### src/core/pct_pkg.sv
// Purpose: constants for the two-channel 8-bit waveform timer
// Assumes: register port with one-cycle read latency, 200 MHz clock
// Notes:   channel clocks arrive as one-cycle tick inputs
package pct_pkg;
    localparam int          PCT_NCH      = 2;
    localparam int          PCT_AW       = 4;
    // register indices
    localparam logic [3:0]  PCT_A_ENABLE = 4'h0;
    localparam logic [3:0]  PCT_A_POL    = 4'h1;
    localparam logic [3:0]  PCT_A_ALIGN  = 4'h2;
    localparam logic [3:0]  PCT_A_CNT0   = 4'h4;
    localparam logic [3:0]  PCT_A_CNT1   = 4'h5;
    localparam logic [3:0]  PCT_A_PER0   = 4'h6;
    localparam logic [3:0]  PCT_A_PER1   = 4'h7;
    localparam logic [3:0]  PCT_A_DTY0   = 4'h8;
    localparam logic [3:0]  PCT_A_DTY1   = 4'h9;
    localparam logic [7:0]  PCT_RST_BYTE = 8'h00;
    localparam logic [7:0]  PCT_ONE      = 8'h01;
endpackage

### src/core/pct_timer.sv
// Purpose: two-channel waveform timer core with register port
// Assumes: tick_in pulses are one clock wide, synchronous to clock
// Notes:   unmapped reads return zero, unmapped writes ignored
`timescale 1ns/1ps
module pct_timer
    import pct_pkg::*;
(
    // clock and reset
    input  wire logic                   clock,
    input  wire logic                   resetn,
    // register port
    input  wire logic [pct_pkg::PCT_AW-1:0] reg_addr,
    input  wire logic [7:0]             reg_wdata,
    input  wire logic                   reg_wr,
    input  wire logic                   reg_rd,
    output logic      [7:0]             reg_rdata,
    // selected channel clock ticks
    input  wire logic [pct_pkg::PCT_NCH-1:0] tick_in,
    // waveforms
    output logic      [pct_pkg::PCT_NCH-1:0] channel_waveform_output
);
    import pct_pkg::*;

    logic                rst_meta_ff;
    logic                rst_sync_ff;
    logic                rstn;

    always_ff @(posedge clock or negedge resetn) begin
        if (!resetn) begin
            rst_meta_ff <= 1'b0;
            rst_sync_ff <= 1'b0;
        end else begin
            rst_meta_ff <= 1'b1;
            rst_sync_ff <= rst_meta_ff;
        end
    end
    assign rstn = rst_sync_ff;

    // software state
    logic [PCT_NCH-1:0]  channel_enable_bit_ff, nxt_channel_enable_bit;
    logic [PCT_NCH-1:0]  start_polarity_bit_ff, nxt_start_polarity_bit;
    logic [PCT_NCH-1:0]  center_align_select_ff, nxt_center_align_select;
    logic [7:0]          per_buf_ff [PCT_NCH], nxt_per_buf [PCT_NCH];
    logic [7:0]          dty_buf_ff [PCT_NCH], nxt_dty_buf [PCT_NCH];
    // channel state
    logic [PCT_NCH-1:0]  run_ff, nxt_run;
    logic [7:0]          per_act_ff [PCT_NCH], nxt_per_act [PCT_NCH];
    logic [7:0]          dty_act_ff [PCT_NCH], nxt_dty_act [PCT_NCH];
    logic [7:0]          channel_counter_ff [PCT_NCH], nxt_channel_counter [PCT_NCH];
    logic [PCT_NCH-1:0]  down_ff, nxt_down;
    logic [PCT_NCH-1:0]  flop_ff, nxt_flop;
    logic [PCT_NCH-1:0]  zero_pend_ff, nxt_zero_pend;
    logic [PCT_NCH-1:0]  wave_ff, nxt_wave;
    logic [7:0]          rdata_ff, nxt_rdata;

    function automatic logic wr_hit(input logic [3:0] a, input logic [3:0] base, input int ch);
        wr_hit = (a == base + 4'(ch));
    endfunction

    always_comb begin
        logic cnt_wr;
        logic per_wr;
        logic dty_wr;
        logic tick;
        logic load;
        logic [7:0] c;
        cnt_wr = 1'b0;
        per_wr = 1'b0;
        dty_wr = 1'b0;
        tick   = 1'b0;
        load   = 1'b0;
        c      = 8'h00;
        nxt_channel_enable_bit  = channel_enable_bit_ff;
        nxt_start_polarity_bit  = start_polarity_bit_ff;
        nxt_center_align_select = center_align_select_ff;
        nxt_run                 = run_ff;
        nxt_down                = down_ff;
        nxt_flop                = flop_ff;
        nxt_zero_pend           = zero_pend_ff;
        if (reg_wr && reg_addr == PCT_A_ENABLE) begin
            nxt_channel_enable_bit = reg_wdata[PCT_NCH-1:0];
        end
        if (reg_wr && reg_addr == PCT_A_POL) begin
            nxt_start_polarity_bit = reg_wdata[PCT_NCH-1:0];
        end
        if (reg_wr && reg_addr == PCT_A_ALIGN) begin
            nxt_center_align_select = reg_wdata[PCT_NCH-1:0];
        end
        for (int i = 0; i < PCT_NCH; i++) begin
            cnt_wr = reg_wr && wr_hit(reg_addr, PCT_A_CNT0, i);
            per_wr = reg_wr && wr_hit(reg_addr, PCT_A_PER0, i);
            dty_wr = reg_wr && wr_hit(reg_addr, PCT_A_DTY0, i);
            nxt_per_buf[i]         = per_wr ? reg_wdata : per_buf_ff[i];
            nxt_dty_buf[i]         = dty_wr ? reg_wdata : dty_buf_ff[i];
            nxt_per_act[i]         = per_act_ff[i];
            nxt_dty_act[i]         = dty_act_ff[i];
            nxt_channel_counter[i] = channel_counter_ff[i];
            // enable takes effect on a channel tick edge
            if (tick_in[i]) begin
                nxt_run[i] = channel_enable_bit_ff[i];
            end
            tick = tick_in[i] && run_ff[i];
            c    = channel_counter_ff[i];
            if (!run_ff[i]) begin
                // latches follow buffers while stopped
                nxt_per_act[i] = nxt_per_buf[i];
                nxt_dty_act[i] = nxt_dty_buf[i];
                if (per_wr && reg_wdata == 8'h00) begin
                    nxt_zero_pend[i] = 1'b1;
                end
                if (zero_pend_ff[i] && tick_in[i]) begin
                    nxt_channel_counter[i] = 8'h00;
                    nxt_zero_pend[i]       = 1'b0;
                end
            end else if (tick) begin
                nxt_zero_pend[i] = 1'b0;
                if (per_act_ff[i] == 8'h00) begin
                    nxt_channel_counter[i] = 8'h00;
                    nxt_down[i]            = 1'b0;
                    nxt_flop[i]            = 1'b0;
                    load                   = 1'b1;
                end else if (!center_align_select_ff[i]) begin
                    // left aligned: 0 .. period-1
                    if (c + PCT_ONE >= per_act_ff[i]) begin
                        nxt_channel_counter[i] = 8'h00;
                        nxt_flop[i]            = 1'b0;
                        load                   = 1'b1;
                    end else begin
                        nxt_channel_counter[i] = c + PCT_ONE;
                        if (c + PCT_ONE == dty_act_ff[i]) begin
                            nxt_flop[i] = ~flop_ff[i];
                        end
                    end
                    nxt_down[i] = 1'b0;
                end else begin
                    // center aligned: 0 up to period, back to 0
                    if (!down_ff[i] && c >= per_act_ff[i]) begin
                        nxt_down[i] = 1'b1;
                    end
                    if ((down_ff[i] || c >= per_act_ff[i]) && c != 8'h00) begin
                        nxt_channel_counter[i] = c - PCT_ONE;
                        if (c - PCT_ONE == dty_act_ff[i]) begin
                            nxt_flop[i] = ~flop_ff[i];
                        end
                        if (c == PCT_ONE) begin
                            nxt_down[i] = 1'b0;
                            nxt_flop[i] = 1'b0;
                            load        = 1'b1;
                        end
                    end else begin
                        nxt_down[i]            = 1'b0;
                        nxt_channel_counter[i] = c + PCT_ONE;
                        if (c + PCT_ONE == dty_act_ff[i]) begin
                            nxt_flop[i] = ~flop_ff[i];
                        end
                    end
                end
                if (load) begin
                    nxt_per_act[i] = per_buf_ff[i];
                    nxt_dty_act[i] = dty_buf_ff[i];
                end
                load = 1'b0;
            end
            if (cnt_wr) begin
                nxt_channel_counter[i] = 8'h00;
                nxt_down[i]            = 1'b0;
                nxt_flop[i]            = 1'b0;
                nxt_per_act[i]         = nxt_per_buf[i];
                nxt_dty_act[i]         = nxt_dty_buf[i];
                nxt_zero_pend[i]       = 1'b0;
            end
            // disabled channel freezes count, direction, flop, except a counter write clears all three and a pending zero period clears count on a tick
            nxt_wave[i] = (nxt_per_act[i] == 8'h00) ? nxt_start_polarity_bit[i]
                : (nxt_flop[i] ^ nxt_start_polarity_bit[i]);
        end
        // held count survives enable toggling; reset values below
        nxt_rdata = 8'h00;
        if (reg_rd) begin
            unique case (reg_addr)
                PCT_A_ENABLE: nxt_rdata = {6'h00, channel_enable_bit_ff};
                PCT_A_POL:    nxt_rdata = {6'h00, start_polarity_bit_ff};
                PCT_A_ALIGN:  nxt_rdata = {6'h00, center_align_select_ff};
                PCT_A_CNT0:   nxt_rdata = channel_counter_ff[0];
                PCT_A_CNT1:   nxt_rdata = channel_counter_ff[1];
                PCT_A_PER0:   nxt_rdata = per_buf_ff[0];
                PCT_A_PER1:   nxt_rdata = per_buf_ff[1];
                PCT_A_DTY0:   nxt_rdata = dty_buf_ff[0];
                PCT_A_DTY1:   nxt_rdata = dty_buf_ff[1];
                default:      nxt_rdata = 8'h00;
            endcase
        end
    end

    always_ff @(posedge clock or negedge rstn) begin
        if (!rstn) begin
            channel_enable_bit_ff  <= '0;
            start_polarity_bit_ff  <= '0;
            center_align_select_ff <= '0;
            run_ff                 <= '0;
            down_ff                <= '0;
            flop_ff                <= '0;
            zero_pend_ff           <= '0;
            wave_ff                <= '0;
            rdata_ff               <= PCT_RST_BYTE;
            for (int i = 0; i < PCT_NCH; i++) begin
                per_buf_ff[i]         <= PCT_RST_BYTE;
                dty_buf_ff[i]         <= PCT_RST_BYTE;
                per_act_ff[i]         <= PCT_RST_BYTE;
                dty_act_ff[i]         <= PCT_RST_BYTE;
                channel_counter_ff[i] <= PCT_RST_BYTE;
            end
        end else begin
            channel_enable_bit_ff  <= nxt_channel_enable_bit;
            start_polarity_bit_ff  <= nxt_start_polarity_bit;
            center_align_select_ff <= nxt_center_align_select;
            run_ff                 <= nxt_run;
            down_ff                <= nxt_down;
            flop_ff                <= nxt_flop;
            zero_pend_ff           <= nxt_zero_pend;
            wave_ff                <= nxt_wave;
            rdata_ff               <= nxt_rdata;
            for (int i = 0; i < PCT_NCH; i++) begin
                per_buf_ff[i]         <= nxt_per_buf[i];
                dty_buf_ff[i]         <= nxt_dty_buf[i];
                per_act_ff[i]         <= nxt_per_act[i];
                dty_act_ff[i]         <= nxt_dty_act[i];
                channel_counter_ff[i] <= nxt_channel_counter[i];
            end
        end
    end

    assign reg_rdata               = rdata_ff;
    assign channel_waveform_output = wave_ff;
endmodule

### config.mk
export PLATFORM = sky130hd
export DESIGN_NAME = pct_timer
export DESIGN_NICKNAME = d
export VERILOG_FILES = /design/src/core/pct_pkg.sv /design/src/core/pct_timer.sv
export SDC_FILE = /design/constraint.sdc
export NUM_CORES = 1
export LEC_CHECK = 0
export BUFFER_PORTS_ARGS = -buffer_cell sky130_fd_sc_hd__buf_2
export CORE_MARGIN = 2
export CORE_UTILIZATION = 50
export CTS_CLUSTER_DIAMETER = 120
export DETAILED_ROUTE_END_ITERATION = 8
export MAX_ROUTING_LAYER = met4
export PLACE_DENSITY = 0.67
export SETUP_SLACK_MARGIN = 0.02
export SLEW_MARGIN = 5
export SYNTH_ARGS = -nofsm -noshare
export SYNTH_HDL_FRONTEND = slang
export SYNTH_SLANG_ARGS = --single-unit
### constraint.sdc
create_clock -name clock -period 3.4 [get_ports clock]
set_input_delay 0.34 -clock clock [delete_from_list [all_inputs] [get_ports clock]]
set_output_delay 0.34 -clock clock [all_outputs]
set_load 0.01 [all_outputs]
==> summary.md <==
| Metric | Value |
|---|---|
| Status | finished, violations left |
| Failing checks | negative setup slack |
| NumNets Final | 930 |
| CP Data Required Time | 3650 ps |
| DRC | 0 |
| Via density | 6.23 |
| Critical path's slowest cell | or4_1 |
| Static Leak | 4.01 nW |
| Number of synthesized register bits | 106 |
| Post-synthesis sequential area ratio | 37.8% |
| Post-DP HPWL | 16200 µm |
| Slew headroom | 47.6% |
| CP Cell Sequence | ha_4 -> nand3_4 -> xnor2_2 -> ha_1 -> a21o_1 -> a21oi_2 -> o21ai_4 -> a41oi_4 -> a31oi_4 -> o221a_2 -> or4_1 -> o41a_1 -> xor2_1 |
| Finish-stage setup viols | 1 |
| Max Freq | 286 MHz |
| Clock skew | 11.6 ps |
| CP Data Arrival Time | 3740 ps |
| Maximum vdd drop | 0.508 mV |
| Initial drt markers | 704 |
| Flop2flop setup slack | -90 ps |
| Top post-synthesis cells by area | dfrtp_1, mux2_2, ha_1 |
| Slew Limit Fails | 0 |
| Layout cells sized above 1 | 34.5% |
| Worst-Skew Late Latency | 360 ps |
| Final Cycle Share | 103% |
| Max-Cap Viols | 0 |
| Mean post-synth cell area | 9.45 µm² |
| Die Y | 122 µm |
| Critical Path Stages | 13 |
| EDFF count, synth | 0 |
| Clk Tree Root Cell | clkbuf_16 |
| Clock transition at path regs | 70 ps |
| Fillers | 1123 |
| Clock Tree Buf Depth | 2 |
| H-tree Lvls | 3 |
| Post-route ant nets | 0 |
| Routed WL | 22800 µm |
| Clock sink count | 106 |
| Cell area after synthesis | 0.00702 mm² |
| Worst Slack Setup Final | -92.0 ps |
| First-pass GRT wire length | 34300 µm |
| Port buffer count | 27 |
| CP Capture Type | flip-flop |
| Post-synth ARST share | 100% |
| TritonCTS clock tree | yes |
| Yosys warns | 0 |
| Total CTS buffers | 9 |
| Crit path max fanout | 5 |
| Most used DFF post-synth | dfrtp_1 |
| WL/cell | 21.6 µm |
| Crit-path leading delay family | compound AO/OA/AOI/OAI gates |
| WS Path Type | flip-flop to flip-flop |
| Via count | 6580 |
| Fin crit period | 3490 ps |
| Starting Density | 51.0% |
| Core Box Area | 0.0138 mm² |
| Final Wtd Congestion | 0.967 |
| Fin cells | 1057 |
| Std-Cell Rows | 43 |
| RSZ-0062 raised after global routing | true |
| DRT Pass-1 Iters | 5 |
| Most common cell in the netlist | dfrtp_1 |
| Net Count, Synth | 801 |
| DP Cell Count | 1011 |
| Die Wd | 122 µm |
| Worst-Margin Slew | 787 ps |
| Initial antenna violation count | 0 |
| Vias in the first global route | 6257 |
| Reg2reg path depth | 13 |
| Pwr/cell area | 788 mW/mm² |
| Total track usage | 30.8% |
| Syn-to-layout area delta | 28.6% |
| Post-Synthesis Cells | 743 |
| CP max stage delay | 510 ps |
| Post-synth top area share | 37.8% |
| Finished Core Util | 65.6% |
| GRT overflow | 0 |
| Largest net degree at the start of global routing | 57 |
| Worst min path class | input pin to async pin |
| Dominant cell type by area after synthesis | dfrtp_1 |
| Final Hold Violating Endpoints | 0 |
| IO Count | 28 |
| Buf/Inv on CP | 0 |
| CP Launch Type | flip-flop |
| Full die area | 0.0150 mm² |
| Unique cell type count in the Yosys netlist | 65 |
| Most common library cells after synthesis | dfrtp_1, nor2_1, a21oi_1, mux2_2, nand2_1 |
| N_diodes | 0 |
flip-flops by register name (all words and copies together), names as in the netlist:
| signal | cells |
|---|---|
| center_align_select_ff | 2 |
| channel_counter_ff | 16 |
| channel_enable_bit_ff | 2 |
| channel_waveform_output | 2 |
| down_ff | 2 |
| dty_act_ff | 16 |
| dty_buf_ff | 16 |
| flop_ff | 2 |
| per_act_ff | 16 |
| per_buf_ff | 16 |
| reg_rdata | 8 |
| rst_meta_ff | 1 |
| rst_sync_ff | 1 |
| run_ff | 2 |
| start_polarity_bit_ff | 2 |
| zero_pend_ff | 2 |
final timing paths:
path                                            start                    endpoint
worst max-delay path            channel_counter_ff[1]  channel_waveform_output[1]
worst min-delay path                           resetn                 rst_sync_ff
worst max register to register  channel_counter_ff[1]  channel_waveform_output[1]
worst min register to register            rst_meta_ff                 rst_sync_ff
max in group asynchronous                 rst_sync_ff       channel_counter_ff[2]
min in group clock                         tick_in[1]                   run_ff[1]
routing by layer:
layer  share of wire [%]  wire [µm]  up-vias  GRT usage (%)
li1                    -          -     2998              -
met1                  46      10600     3337           44.2
met2                  47      10600      222           46.8
met3                 5.6       1290       23           4.04
met4                 1.4        312        0           6.68
met5                   0          0        -              -
logic make-up after synthesis:
group                      synth area share [%]
and+or+nand+nor                            17.6
adders and majority gates                  7.13
xor gates and xnor gates                   6.20
other                                    0.0534
AOI/OAI and AO/OA                          17.2
buffers and inverters                      3.39
muxes                                      10.6
DFF                                        37.8
cell usage in the layout (no fill, tap or decap), types with 5 or more instances in the layout:
cell,instances
buf_4,119
dfrtp_1,101
nor2_1,52
mux2_2,45
nand2_1,41
a21oi_1,39
ha_1,35
xnor2_1,31
o21ai_0,28
buf_2,27
mux2i_1,24
inv_1,23
nor3_1,21
nand3_1,17
nand2b_1,15
xor2_1,11
and3_1,11
nor2b_1,10
a22oi_1,10
nor4_1,9
clkbuf_16,9
a211oi_1,8
or2_2,8
a31oi_4,8
a31oi_1,8
o31ai_1,7
a21oi_2,7
a211o_1,6
and2_1,6
a21o_1,6
o221a_2,6
buf_6,6
nand3_2,5
nand3b_1,5
or4_1,5
o22ai_1,5
stage by stage:
stage / setup TNS (ps) / cell area [µm²] / power (mW) / setup WS [ps] / hold slack, ps
floorplan: -55.9 / 7060 / 4.09 / -55.9 / 44.4
global placement: -199 / 8000 / 5.25 / -199 / 129
detailed placement: -311 / 8000 / 5.33 / -206 / 132
CTS: -64.4 / 8560 / 6.59 / -64.4 / 287
global route: -219 / 9030 / 7.55 / -194 / 287
finish: -92.0 / 9030 / 7.11 / -92.0 / 294
power breakdown:
| part | switching (mW) | internal [mW] |
|---|---|---|
| Sequential | 0.431 | 1.62 |
| Combinational | 2.05 | 1.99 |
| Clock | 0.502 | 0.524 |
area by class of cell:
type / instances / area, µm² / area share (%)
clock inverter: 6 / 46.3 / 0.513
timing repair buffer: 154 / 1130 / 12.5
tap: 180 / 225 / 2.49
inverter: 25 / 93.8 / 1.04
clock buffer: 10 / 239 / 2.65
multi-input combinational: 576 / 4640 / 51.4
sequential: 106 / 2660 / 29.5
timing repair:
| action | 4_1_cts | 5_1_grt |
|---|---|---|
| resized for setup | 39 | 52 |
| pin swaps | 8 | 43 |
| setup buffers | 9 | 21 |
| hold buffers | 1 | 0 |
| endpoints found under the setup margin | 2 | 2 |
| endpoints found under the hold margin | 2 | 0 |
Power figures use the tool's default switching activity.
